--- src/ipve_pkg.sv ---
/*
 Shared constants for the interrupt priority vector encoder: widths,
 source mirror bit positions, priority order of the sources and their
 pre-shifted vector codes. Assumes a single clock domain.
*/
package ipve_pkg;

	localparam int IPVE_VEC_W   = 6;
	localparam int IPVE_REG_W   = 8;
	localparam int IPVE_MIR_W   = 16;
	localparam int IPVE_NUM_SRC = 18;
	localparam int IPVE_NUM_EDG = 9;

	localparam logic [IPVE_VEC_W-1:0] IPVE_NO_IRQ = 6'h00;

	// priority order, index 0 is the most urgent real source
	localparam int IPVE_PRI_LOW_VOLT  = 0;
	localparam int IPVE_PRI_REG_HOT   = 1;
	localparam int IPVE_PRI_LOW_BAT   = 2;
	localparam int IPVE_PRI_TCH0      = 3;
	localparam int IPVE_PRI_TCH1      = 4;
	localparam int IPVE_PRI_TCH2      = 5;
	localparam int IPVE_PRI_TCH3      = 6;
	localparam int IPVE_PRI_TWRAP     = 7;
	localparam int IPVE_PRI_SER_ERR   = 8;
	localparam int IPVE_PRI_SER_TX    = 9;
	localparam int IPVE_PRI_SER_RX    = 10;
	localparam int IPVE_PRI_ADC       = 11;
	localparam int IPVE_PRI_BUS_HOT   = 12;
	localparam int IPVE_PRI_HS_HOT    = 13;
	localparam int IPVE_PRI_LS_HOT    = 14;
	localparam int IPVE_PRI_HALL_HOT  = 15;
	localparam int IPVE_PRI_HIGH_VOLT = 16;
	localparam int IPVE_PRI_OVERVOLT  = 17;

	localparam logic [IPVE_VEC_W-1:0] IPVE_CODE [IPVE_NUM_SRC] = '{
		6'h02, 6'h04, 6'h06, 6'h08, 6'h0A, 6'h0C, 6'h0E, 6'h10, 6'h12,
		6'h14, 6'h16, 6'h18, 6'h1A, 6'h1C, 6'h1E, 6'h20, 6'h22, 6'h24
	};

	// edge-triggered flags held in this block
	localparam int IPVE_EDG_LOW_VOLT  = 0;
	localparam int IPVE_EDG_REG_HOT   = 1;
	localparam int IPVE_EDG_LOW_BAT   = 2;
	localparam int IPVE_EDG_HIGH_VOLT = 3;
	localparam int IPVE_EDG_OVERVOLT  = 4;
	localparam int IPVE_EDG_BUS_HOT   = 5;
	localparam int IPVE_EDG_HS_HOT    = 6;
	localparam int IPVE_EDG_LS_HOT    = 7;
	localparam int IPVE_EDG_HALL_HOT  = 8;
	localparam logic [IPVE_NUM_EDG-1:0] IPVE_VOLT_MASK = 9'h01F;

	// source mirror bit positions
	localparam int IPVE_MIR_VOLT     = 0;
	localparam int IPVE_MIR_TCH0     = 1;
	localparam int IPVE_MIR_TCH1     = 2;
	localparam int IPVE_MIR_TCH2     = 3;
	localparam int IPVE_MIR_TCH3     = 4;
	localparam int IPVE_MIR_TWRAP    = 5;
	localparam int IPVE_MIR_SER_ERR  = 6;
	localparam int IPVE_MIR_SER_TX   = 7;
	localparam int IPVE_MIR_SER_RX   = 8;
	localparam int IPVE_MIR_ADC      = 9;
	localparam int IPVE_MIR_BUS_HOT  = 10;
	localparam int IPVE_MIR_HS_HOT   = 11;
	localparam int IPVE_MIR_LS_HOT   = 12;
	localparam int IPVE_MIR_HALL_HOT = 13;

endpackage

--- src/ipve_onset_flags.sv ---
/*
 Bank of sticky flags that set on the rising edge of a condition and
 clear on an acknowledge strobe. Conditions and strobes come from logic
 on the same clock.
*/
`timescale 1ns/1ns
module ipve_onset_flags
	import ipve_pkg::*;
#(
	parameter int N = IPVE_NUM_EDG
) (
	input  wire logic         clk_i,
	input  wire logic         srst_i,
	input  wire logic [N-1:0] cond_i,
	input  wire logic [N-1:0] ack_i,
	output logic      [N-1:0] flag_o
);

	typedef struct packed {
		logic [N-1:0] prev;
		logic [N-1:0] flag;
	} ipve_onset_s;

	ipve_onset_s st;
	ipve_onset_s next_st;

	always_comb begin
		next_st = st;
		next_st.prev = cond_i;
		// onset only
		// a steady condition never re-arms; set wins over a same-cycle ack
		next_st.flag = (st.flag & ~ack_i) | (cond_i & ~st.prev);
	end

	always_ff @(posedge clk_i) begin
		if (srst_i) begin
			st <= '0;
		end else begin
			st <= next_st;
		end
	end

	assign flag_o = st.flag;
endmodule

--- src/ipve_encoder.sv ---
/*
 Interrupt priority vector encoder. Gathers pending flags of the analog
 sources, keeps the edge-triggered ones, and registers the source mirror,
 the pre-shifted vector and the host interrupt line every clock.
 Assumes all inputs come from logic on clk_i; status register reads of
 the other modules arrive as one-cycle read strobes.
*/
`timescale 1ns/1ns
module ipve_encoder
	import ipve_pkg::*;
(
	input  wire logic                  clk_i,
	input  wire logic                  srst_i,
	input  wire logic                  normal_mode_i,
	input  wire logic                  stop_mode_i,
	input  wire logic                  wake_event_i,
	input  wire logic                  wake_ack_i,
	input  wire logic                  low_volt_cond_i,
	input  wire logic                  regulator_hot_cond_i,
	input  wire logic                  low_battery_cond_i,
	input  wire logic                  high_volt_cond_i,
	input  wire logic                  regulator_overvolt_cond_i,
	input  wire logic                  bus_driver_hot_cond_i,
	input  wire logic                  high_side_hot_cond_i,
	input  wire logic                  low_side_hot_cond_i,
	input  wire logic                  hall_supply_hot_cond_i,
	input  wire logic                  voltage_status_reg_rd_i,
	input  wire logic                  bus_transceiver_reg_rd_i,
	input  wire logic                  high_side_status_reg_rd_i,
	input  wire logic                  low_side_status_reg_rd_i,
	input  wire logic                  hall_supply_reg_rd_i,
	input  wire logic [3:0]            timer_chan_flags_i,
	input  wire logic                  timer_wrap_flag_i,
	input  wire logic                  serial_err_flag_i,
	input  wire logic                  serial_tx_flag_i,
	input  wire logic                  serial_rx_flag_i,
	input  wire logic                  adc_sequence_done_flag_i,
	output logic      [IPVE_REG_W-1:0] interrupt_vector_o,
	output logic      [IPVE_MIR_W-1:0] source_mirror_o,
	output logic                       host_irq_out_o
);

	typedef struct packed {
		logic [IPVE_REG_W-1:0] vec;
		logic [IPVE_MIR_W-1:0] mirror;
		logic                  irq;
		logic                  wake_pend;
	} ipve_state_s;

	ipve_state_s st;
	ipve_state_s next_st;

	logic [IPVE_NUM_EDG-1:0] edge_cond;
	logic [IPVE_NUM_EDG-1:0] edge_ack;
	logic [IPVE_NUM_EDG-1:0] edge_flag;
	logic [IPVE_NUM_SRC-1:0] pend;
	logic                    voltage_group_flag;

	function automatic logic [IPVE_VEC_W-1:0] ipve_encode(input logic [IPVE_NUM_SRC-1:0] p);
		logic [IPVE_VEC_W-1:0] code;
		code = IPVE_NO_IRQ;
		// scan from lowest priority so the most urgent pending one wins
		for (int i = IPVE_NUM_SRC - 1; i >= 0; i--) begin
			if (p[i]) begin
				code = IPVE_CODE[i];
			end
		end
		return code;
	endfunction

	always_comb begin
		edge_cond = '0;
		edge_cond[IPVE_EDG_LOW_VOLT]  = low_volt_cond_i;
		edge_cond[IPVE_EDG_REG_HOT]   = regulator_hot_cond_i;
		edge_cond[IPVE_EDG_LOW_BAT]   = low_battery_cond_i;
		edge_cond[IPVE_EDG_HIGH_VOLT] = high_volt_cond_i;
		edge_cond[IPVE_EDG_OVERVOLT]  = regulator_overvolt_cond_i;
		edge_cond[IPVE_EDG_BUS_HOT]   = bus_driver_hot_cond_i;
		edge_cond[IPVE_EDG_HS_HOT]    = high_side_hot_cond_i;
		edge_cond[IPVE_EDG_LS_HOT]    = low_side_hot_cond_i;
		edge_cond[IPVE_EDG_HALL_HOT]  = hall_supply_hot_cond_i;
	end

	always_comb begin
		edge_ack = '0;
		edge_ack = edge_ack | ({IPVE_NUM_EDG{voltage_status_reg_rd_i}} & IPVE_VOLT_MASK);
		edge_ack[IPVE_EDG_BUS_HOT] = bus_transceiver_reg_rd_i;
		edge_ack[IPVE_EDG_HS_HOT] = high_side_status_reg_rd_i;
		edge_ack[IPVE_EDG_LS_HOT] = low_side_status_reg_rd_i;
		edge_ack[IPVE_EDG_HALL_HOT] = hall_supply_reg_rd_i;
	end

	ipve_onset_flags #(
		.N (IPVE_NUM_EDG)
	) u_onset (
		.clk_i  (clk_i),
		.srst_i (srst_i),
		.cond_i (edge_cond),
		.ack_i  (edge_ack),
		.flag_o (edge_flag)
	);

	assign voltage_group_flag = |(edge_flag & IPVE_VOLT_MASK);

	always_comb begin
		pend = '0;
		pend[IPVE_PRI_LOW_VOLT]  = edge_flag[IPVE_EDG_LOW_VOLT];
		pend[IPVE_PRI_REG_HOT]   = edge_flag[IPVE_EDG_REG_HOT];
		pend[IPVE_PRI_LOW_BAT]   = edge_flag[IPVE_EDG_LOW_BAT];
		pend[IPVE_PRI_TCH0]      = timer_chan_flags_i[0];
		pend[IPVE_PRI_TCH1]      = timer_chan_flags_i[1];
		pend[IPVE_PRI_TCH2]      = timer_chan_flags_i[2];
		pend[IPVE_PRI_TCH3]      = timer_chan_flags_i[3];
		pend[IPVE_PRI_TWRAP]     = timer_wrap_flag_i;
		pend[IPVE_PRI_SER_ERR]   = serial_err_flag_i;
		pend[IPVE_PRI_SER_TX]    = serial_tx_flag_i;
		pend[IPVE_PRI_SER_RX]    = serial_rx_flag_i;
		pend[IPVE_PRI_ADC]       = adc_sequence_done_flag_i;
		pend[IPVE_PRI_BUS_HOT]   = edge_flag[IPVE_EDG_BUS_HOT];
		pend[IPVE_PRI_HS_HOT]    = edge_flag[IPVE_EDG_HS_HOT];
		pend[IPVE_PRI_LS_HOT]    = edge_flag[IPVE_EDG_LS_HOT];
		pend[IPVE_PRI_HALL_HOT]  = edge_flag[IPVE_EDG_HALL_HOT];
		pend[IPVE_PRI_HIGH_VOLT] = edge_flag[IPVE_EDG_HIGH_VOLT];
		pend[IPVE_PRI_OVERVOLT]  = edge_flag[IPVE_EDG_OVERVOLT];
	end

	always_comb begin
		next_st = st;
		// stop wake latch
		// set wins over a same-cycle ack so a wake is never lost
		next_st.wake_pend = (st.wake_pend & ~wake_ack_i) | (stop_mode_i & wake_event_i);
		// zero when idle or after wake
		next_st.vec = '0;
		next_st.vec[IPVE_VEC_W-1:0] = st.wake_pend ? IPVE_NO_IRQ : ipve_encode(pend);
		next_st.mirror = '0;
		next_st.mirror[IPVE_MIR_VOLT]     = voltage_group_flag;
		next_st.mirror[IPVE_MIR_TCH0]     = timer_chan_flags_i[0];
		next_st.mirror[IPVE_MIR_TCH1]     = timer_chan_flags_i[1];
		next_st.mirror[IPVE_MIR_TCH2]     = timer_chan_flags_i[2];
		next_st.mirror[IPVE_MIR_TCH3]     = timer_chan_flags_i[3];
		next_st.mirror[IPVE_MIR_TWRAP]    = timer_wrap_flag_i;
		next_st.mirror[IPVE_MIR_SER_ERR]  = serial_err_flag_i;
		next_st.mirror[IPVE_MIR_SER_TX]   = serial_tx_flag_i;
		next_st.mirror[IPVE_MIR_SER_RX]   = serial_rx_flag_i;
		next_st.mirror[IPVE_MIR_ADC]      = adc_sequence_done_flag_i;
		next_st.mirror[IPVE_MIR_BUS_HOT]  = edge_flag[IPVE_EDG_BUS_HOT];
		next_st.mirror[IPVE_MIR_HS_HOT]   = edge_flag[IPVE_EDG_HS_HOT];
		next_st.mirror[IPVE_MIR_LS_HOT]   = edge_flag[IPVE_EDG_LS_HOT];
		next_st.mirror[IPVE_MIR_HALL_HOT] = edge_flag[IPVE_EDG_HALL_HOT];
		// line follows pending in normal mode
		// wake drives the line regardless of mode
		next_st.irq = (normal_mode_i & (|pend)) | st.wake_pend;
	end

	always_ff @(posedge clk_i) begin
		if (srst_i) begin
			st <= '0;
		end else begin
			st <= next_st;
		end
	end

	// no read path into the flags; vector is pure view
	assign interrupt_vector_o = st.vec;
	assign source_mirror_o    = st.mirror;
	assign host_irq_out_o     = st.irq;
endmodule

--- config.mk ---
export PLATFORM = sky130hd
export DESIGN_NAME = ipve_encoder
export DESIGN_NICKNAME = d
export VERILOG_FILES = /design/src/ipve_pkg.sv /design/src/ipve_onset_flags.sv /design/src/ipve_encoder.sv
export SDC_FILE = /design/constraint.sdc
export NUM_CORES = 1
export LEC_CHECK = 0
export BUFFER_PORTS_ARGS = -buffer_cell sky130_fd_sc_hd__buf_2
export CAP_MARGIN = 40
export CORE_ASPECT_RATIO = 0.6
export CORE_MARGIN = 1
export CORE_UTILIZATION = 45
export DETAILED_ROUTE_END_ITERATION = 10
export GPL_TIMING_DRIVEN = 1
export PLACE_DENSITY = 0.75
export SYNTH_ARGS = -nofsm -noshare
export SYNTH_HDL_FRONTEND = slang
export SYNTH_HIERARCHICAL = 1
export SYNTH_SLANG_ARGS = --single-unit
export TNS_END_PERCENT = 100
--- constraint.sdc ---
create_clock -name clk_i -period 1.2 [get_ports clk_i]
set_clock_uncertainty 0.05 [all_clocks]
set_input_delay 0.3 -clock clk_i [delete_from_list [all_inputs] [get_ports clk_i]]
set_output_delay 0.3 -clock clk_i [all_outputs]
set_load 0.05 [all_outputs]
**Word level (Yosys, flattened, before mapping)**

Index checks and enable logic that the tools add are counted.

- Bitwise gates (word level): 11
- Muxes and demuxes: 18
- Reduce and logical (&&, ||, !) cells: 8

Operator list:

| kind | number |
|---|---|
| 2-to-1 mux 5 bit | 8 |
| OR reduction 19 bit | 1 |
| bitwise AND 9 bit | 2 |
| 2-to-1 mux 6 bit | 3 |
| NOT 9 bit | 2 |
| OR reduction 18 bit | 1 |
| OR reduction 17 bit | 1 |
| 2-to-1 mux 4 bit | 4 |
| OR reduction 5 bit | 2 |
| bitwise OR 9 bit | 1 |
| OR reduction 9 bit | 1 |
| 2-to-1 mux 3 bit | 2 |
| bitwise AND 1 bit | 3 |
| OR reduction 3 bit | 1 |
| 2-to-1 mux 2 bit | 1 |
| bitwise OR 1 bit | 2 |
| OR reduction 2 bit | 1 |
| NOT 1 bit | 1 |

- Output and inout bits: 25
- Logic and storage cells: 50
- Register bits after elaboration: 44

**Logic depth before layout (Yosys ltp)**

Gate-level depths: netlist of the first run.

- Word-level depth: 18
- Mapped depth: 5
- Mapped depth without buffers: 4

**Modules after synthesis**

The synthesis of the first run kept the hierarchy.

Modules (own cells, without submodules):

| module | cells an instance | seq. area each (sq um) | area an instance (sq um) | times used |
|---|---|---|---|---|
| ipve_encoder | 104 | 420.4 | 949.7 | 1 |
| ipve_onset_flags | 64 | 360.3 | 709.4 | 1 |

**Least setup slack after synthesis of the first run**

OpenSTA, ideal clock, no wires.

- Kind: reg2reg
- From: reg u_onset.st, in the netlist u_onset/flag_o[6]
- To: reg st, in the netlist host_irq_out_o
- Library setup time: 0.148 ns
- Arrival: 1.099 ns
- Stages on the path, launching flop included: 5
- Path slack: -0.096 ns
- Data required time: 1.002 ns
- Cells stage by stage: dfxtp_1 > buf_4 > or3_4 > nor3b_2 > a41oi_1

- Cells in the longest elaborated chain, start to end: 3

Ends and longest elaborated chain:

| what | RTL line | source |
|---|---|---|
| start, declared | ipve_onset_flags.sv:24 | `ipve_onset_s st;` |
| start signal, assigned | ipve_onset_flags.sv:39 | `st <= next_st;` |
| OR reduction 18 bit | ipve_encoder.sv:152 | `next_st.irq = (normal_mode_i & (\|pend)) \| st.wake_pend;` |
| bitwise AND 1 bit | ipve_encoder.sv:152 |  |
| bitwise OR 1 bit | ipve_encoder.sv:152 |  |
| end signal, assigned | ipve_encoder.sv:159 | `st <= next_st;` |
| end, declared | ipve_encoder.sv:50 | `ipve_state_s st;` |

No other way between the ends.
A chain may end at the register's enable or synchronous reset.

**Worst setup path in the final report of the first run**

- From: reg u_onset.st, in the netlist u_onset/flag_o[6]
- To: reg st, in the netlist interrupt_vector_o[5]

- Cells in the longest elaborated chain, start to end: 1

Ends and longest elaborated chain:

| what |
|---|
| OR reduction 17 bit (no line) |

No other way between the ends.

==> results of run 1 <==
## final cells by class
class,count,area [um2],area share (%)
Clock buffer,8,100,4.90
Tap cell,45,56.3,2.75
Multi-Input combinational cell,95,637,31.2
Inverter,3,11.3,0.551
Sequential cell,39,787,38.5
Timing Repair Buffer,68,453,22.2
## power by group
group | leakage [uW] | internal [uW] | total [uW] | switching (uW)
registers | 0.000325 | 1370 | 1410 | 35.0
clock network | 0.0000515 | 524 | 943 | 419
logic | 0.000551 | 219 | 525 | 306
total | 0.000928 | 2110 | 2880 | 761
## metrics by stage
step / std cells / utilization (%)
after floorplan: 172 / -
after global placement: 250 / 55.4
after detailed placement: 250 / 55.4
after CTS: 258 / 59.8
after global routing: 258 / 60.4
final: 258 / 60.4
## cells in the final DEF, fill, tap and decap left out
master	netlist	routed
clkbuf_1	1	1
a21oi_1	5	5
nor2b_2	1	1
inv_1	3	3
o2111a_1	1	1
clkbuf_8	0	7
o21bai_1	1	1
or3_4	1	1
nand3_1	1	1
buf_12	0	1
nand2_1	3	3
a31oi_1	1	1
nor4_1	2	2
o21ai_0	4	3
a21oi_2	9	9
a2111oi_2	1	1
nand2b_1	19	19
buf_2	0	28
o21ai_1	0	1
o31ai_1	1	1
nor2b_1	12	12
dfxtp_2	0	5
buf_4	33	35
nor3b_4	0	1
nor3_1	4	4
nor2_1	10	10
nor4b_2	0	1
nor3b_2	2	2
dfxtp_1	39	34
clkbuf_4	0	4
a211o_1	1	1
and2b_2	8	8
a41oi_1	1	1
conb_1	1	5
## repair_timing
action | 4_1_cts | 5_1_grt
gates cloned | 0 | 0
endpoints found under the setup margin | 19 | 11
resized for setup | 20 | 9
pin swaps | 4 | 1
endpoints found under the hold margin | 0 | 0
## per-layer routing
layer	GRT usage, %	vias up
li1	-	609
met2	21.5	43
met3	6.73	5
met4	6.25	0
met5	0	-
met1	20.9	495
## path summary, 6_finish.rpt
path / startpoint / to / slack, ps / cells after the start
min reg2reg: u_onset/st[10]$_SDFF_PP0_ / u_onset/flag_o[1]$_SDFF_PP0_ / 430 / 2
max: u_onset/flag_o[6]$_SDFF_PP0_ / interrupt_vector_o[5]$_SDFF_PP0_ / -20 / 3
max reg2reg: u_onset/flag_o[6]$_SDFF_PP0_ / interrupt_vector_o[5]$_SDFF_PP0_ / -20 / 3
min: regulator_hot_cond_i / u_onset/st[10]$_SDFF_PP0_ / 200 / 2
## state kept, by name, summed over array words and instances (netlist names)
| name | cells |
|---|---|
| source_mirror_o | 14 |
| u_onset/st | 9 |
| st | 1 |
| u_onset/flag_o | 9 |
| interrupt_vector_o | 5 |
| host_irq_out_o | 1 |
## worst register-to-register path, cell delays in order, from the launching register on
cell and delay (ps):
dfxtp_2 330, or3_4 370, nor3b_4 210, nor3b_2 180
## logic make-up (layout without fill, tap and decap cells)
group | after synthesis | in the layout | synth area share (%)
flip-flops | 39 | 39 | 47.1
buffers and inverters | 38 | 79 | 16.5
other | 1 | 5 | 0.226
AO/OA/AOI/OAI | 25 | 25 | 11.4
AND/OR/NAND/NOR | 65 | 65 | 24.8
## cell usage after synthesis, drive strengths merged
master   count
and2b        8
nor4         2
dfxtp       39
inv          3
nand2b      19
nor3         4
clkbuf       1
a2111oi      1
nor4b        1
nor3b        3
o2111a       1
nor2b       13
o31ai        1
o21bai       1
a211o        1
a21oi       14
or3          1
a31oi        1
o21ai        4
nand2        3
nor2        10
conb         1
nand3        1
a41oi        1
buf         34
==> results.toml, run 1 <==
[global_route]
grt_pass1_vias = 1023
grt_max_degree = 36
grt_pass1_wl_um = 4540
antenna_found_initial = 0
grt_overflow_total = 0
grt_util_all_layers_pct = 15.5

[cells_and_area]
diodes = 0
nets = 241
fill_cells = 306
drive_above_1_share_pct = 48.8
area_delta_synth_final_pct = 23.2
final_area_um2 = 2040

[sta]
rsz0062_at_grt = "true"
final.min_clock_period_ps = 1220
fmax_mhz = 820
fin_tns_setup_ps = -34.9
setup_violations = 2
period_share_pct = 102
hold_slack_ps = 197
setup_slack_ps = -18.8
finalMaxSlewViolations = 0
finalHoldViolations = 0

[power]
total_power_uw = 2880
powerDensity_nw_per_um2 = 1410
p_leak_uw = 0.000928
irDropWorstVdd_uv = 639

[routing]
routed_wirelength_um = 2730
wl_met1_um = 1410
drtPass1Iterations = 4
wl_per_cell_um = 10.6
drt-initial-drc-count = 79
ant_nets = 0
vias = 1152
routed-wl-met2_um = 1060
wl_met3_um = 205
drc_errors = 0
top_layer = "met4"
viasPerCell = 4.47

[clock_network]
cts_max_level = 2
clk_latency_ps = 280
cts_tree = "built"
cts_hold_buf = 0
clk_pin_slew_ps = 70
post_cts_buffers = 0
cts_made_buffers = 5
cts_buffer_depth = 2
cts_root_buf = "clkbuf_8"
clock_sinks = 39

[setup_path]
critPathMaxFanout = 3
endpoint_kind = "flip-flop"
critical_path_required_ps = 1370
path_cells = "or3_4, nor3b_4, nor3b_2"
critPathSlowestCell = "or3_4"
crit_arrival_ps = 1380
critical_path_buf_inv_count = 0
crit_family = "simple AND/OR/NAND/NOR gates"
path_class = "flip-flop to flip-flop"
cpPeakStageDelay_ps = 370
critPathLaunchType = "flip-flop"

[placed_design]
gp_congestion = 0.754
port_buffers = 48
placed_cell_area_um2 = 1880
pre_cts_ws_ps = -162
post-dp-hpwl_um = 2130

[logic_synthesis]
ys_warn_count = 6
yosysUniqueCellTypes = 29
ys_ff_latch = 39
synthTopCellsByArea = "dfxtp_1, buf_4, nand2b_1"
syn_area_um2 = 1660
ys_seq_area_share_pct = 47.1
syn_area_per_cell_um2 = 9.88
synth_top_cell_by_area = "dfxtp_1"
synth_top_area_share_pct = 47.1
netlist_instances = 168

[floorplanning]
ioPinCount = 54
die_h_um = 49.0
die_x_um = 80.4
dieArea_um2 = 3940
core_um2 = 3380
initial_core_util_pct = 49.0
rows = 16

[run_status]
violations = "negative setup slack"
run_status = "complete, but fails checks"

[hold_path]
min_path_type = "primary input to flip-flop"

[flow_run]
drv_cap = 0
Note: power is estimated with default switching activity, not from simulation.
==> run 2, diff against run 1 <==
--- a/config.mk
+++ b/config.mk
@@ -10,9 +10,10 @@
 export CORE_ASPECT_RATIO = 0.6
 export CORE_MARGIN = 1
 export CORE_UTILIZATION = 45
+export CTS_CLUSTER_DIAMETER = 80
 export DETAILED_ROUTE_END_ITERATION = 10
 export GPL_TIMING_DRIVEN = 1
-export PLACE_DENSITY = 0.75
+export PLACE_DENSITY = 0.7
 export SYNTH_ARGS = -nofsm -noshare
 export SYNTH_HDL_FRONTEND = slang
 export SYNTH_HIERARCHICAL = 1
==> constraint.sdc (replaced) <==
create_clock -name clk_i -period 1.4 [get_ports clk_i]
set_clock_uncertainty 0.05 [all_clocks]
set_input_delay 0.35 -clock clk_i [delete_from_list [all_inputs] [get_ports clk_i]]
set_output_delay 0.35 -clock clk_i [all_outputs]
set_load 0.05 [all_outputs]
==> run 2 against run 1 <==
Effect of this change:
- setup slack improved by 98 ps
- sequential share of layout area increased by 3.1 points
- maximum frequency decreased by 7.7%
- non-clock buffer count decreased by 13
- first-iteration DRC count decreased by 22%
- the run now ends clean
- cell area decreased by 8.1%
- power decreased by 15%
==> results.toml, run 2 (synthesis results as in run 1) <==
[run_status]
run_status = "finished clean"

[sta]
fmax_mhz = 757
rsz0062_at_grt = "true"
finalHoldViolations = 0
period_share_pct = 94.3
final.min_clock_period_ps = 1320
setup_violations = 0
fin_tns_setup_ps = 0
finalMaxSlewViolations = 0

[clock_network]
cts_made_buffers = 5
cts_max_level = 2
clock_sinks = 39
cts_tree = "built"
clk_latency_ps = 290
cts_root_buf = "clkbuf_8"
cts_buffer_depth = 2
clk_pin_slew_ps = 80

[global_route]
grt_pass1_wl_um = 4780
grt.met3_usage_pct = 6.54
grt_overflow_total = 0
met2_usage_pct = 23.4
grt_max_degree = 19
grt_util_all_layers_pct = 16.3
use_met1_pct = 20.6
top_usage_layer = "met2"
grt_pass1_vias = 1092
antenna_found_initial = 0

[routing]
ant_nets = 0
routed_wirelength_um = 2990
wl_per_cell_um = 12.2
vias = 1138
drtPass1Iterations = 4
drt-initial-drc-count = 62
drc_errors = 0
viasPerCell = 4.64

[setup_path]
critPathMaxFanout = 5
path_cells = "nor2b_1, o21ai_0, o2111a_1, a2111oi_2"
critical_path_required_ps = 1540
path_class = "flip-flop to flip-flop"
critPathLaunchType = "flip-flop"
cpPeakStageDelay_ps = 430
critPathSlowestCell = "dfxtp_1"
endpoint_kind = "flip-flop"
crit_arrival_ps = 1460

[cells_and_area]
drive_above_1_share_pct = 43.0
layout_commonest_cell = "buf_2"
fill_cells = 315
diodes = 0
largest_reg_flops = 14
final_cells = 245
final_cell_mix = "buf_2, dfxtp_1, nand2b_1"
nets = 228
area_delta_synth_final_pct = 13.2

[floorplanning]
die_x_um = 80.4
die_h_um = 49.0
initial_core_util_pct = 49.0
ioPinCount = 54
rows = 16
dieArea_um2 = 3940
core_um2 = 3380

[placed_design]
post-dp-hpwl_um = 2230
port_buffers = 48
gp_congestion = 0.806
dpl.cell_count = 237

[power]
p_sw_uw = 670
p_sw_share_pct = 27.6
powerDensity_nw_per_um2 = 1290
irDropWorstVdd_uv = 606
pwr-share-clk_pct = 34.1
p_leak_uw = 0.000853
power.internal_uw = 1760
power.share.sequential_pct = 49.7
power_frac_comb_pct = 16.2

[flow_run]
drv_cap = 0

[hold_path]
min_path_type = "primary input to flip-flop"
## run 2: final timing paths
check / slack, ps / cells after the start / from / to
hold / removal: 240 / 2 / low_battery_cond_i / u_onset/st[11]$_SDFF_PP0_
setup / recovery: 80 / 4 / u_onset/flag_o[3]$_SDFF_PP0_ / interrupt_vector_o[1]$_SDFF_PP0_
hold reg to reg: 430 / 2 / u_onset/st[12]$_SDFF_PP0_ / u_onset/flag_o[3]$_SDFF_PP0_
setup reg to reg: 80 / 4 / u_onset/flag_o[3]$_SDFF_PP0_ / interrupt_vector_o[1]$_SDFF_PP0_
## run 2: power by group through the flow
stage,logic (uW),registers [uW],clock network (uW)
finish,395,1210,828
global route,424,1220,900
CTS,392,1210,843
detailed placement,390,1230,0
global placement,382,1230,0
floorplan,344,1220,0
## run 2: what timing repair did
action,in CTS,in global routing
hold buffers,0,0
endpoints found under the setup margin,0,2
buffers inserted,0,0
gates resized for setup,0,3
## run 2: metal layers
metal,vias up,share of wire [%],wire length (um)
li1,571,-,-
met1,493,45,1360
met2,63,43,1280
met3,11,9.5,285
met4,0,2.4,72
met5,-,0,0
## run 2: final cells by class
| class | instances | area, um2 | area share [%] |
|---|---|---|---|
| tap | 45 | 56.3 | 3.00 |
| timing repair buffer | 55 | 293 | 15.6 |
| sequential | 39 | 781 | 41.6 |
| multi-input combinational | 95 | 637 | 33.9 |
| inverter | 3 | 11.3 | 0.600 |
| clock buffer | 8 | 100 | 5.33 |
## run 2: stage by stage
stage | hold WS (ps) | util (%) | instance area, um2 | total power, uW | worst slack, ps
detailed placement | 435 | 52.0 | 1760 | 1620 | -89.9
global placement | 429 | 52.0 | 1760 | 1610 | -14.2
finish | 236 | 55.5 | 1880 | 2430 | 79.5
floorplan | 372 | - | 1670 | 1570 | 104
CTS | 232 | 55.0 | 1860 | 2440 | 44.0
global route | 232 | 55.5 | 1880 | 2540 | -13.3
## run 2: worst max-delay path, delay by kind of cell (launching register included)
family,cells,cell delay [ps]
flip-flops,1,430
AO/OA/AOI/OAI,3,550
AND/OR/NAND/NOR,1,190
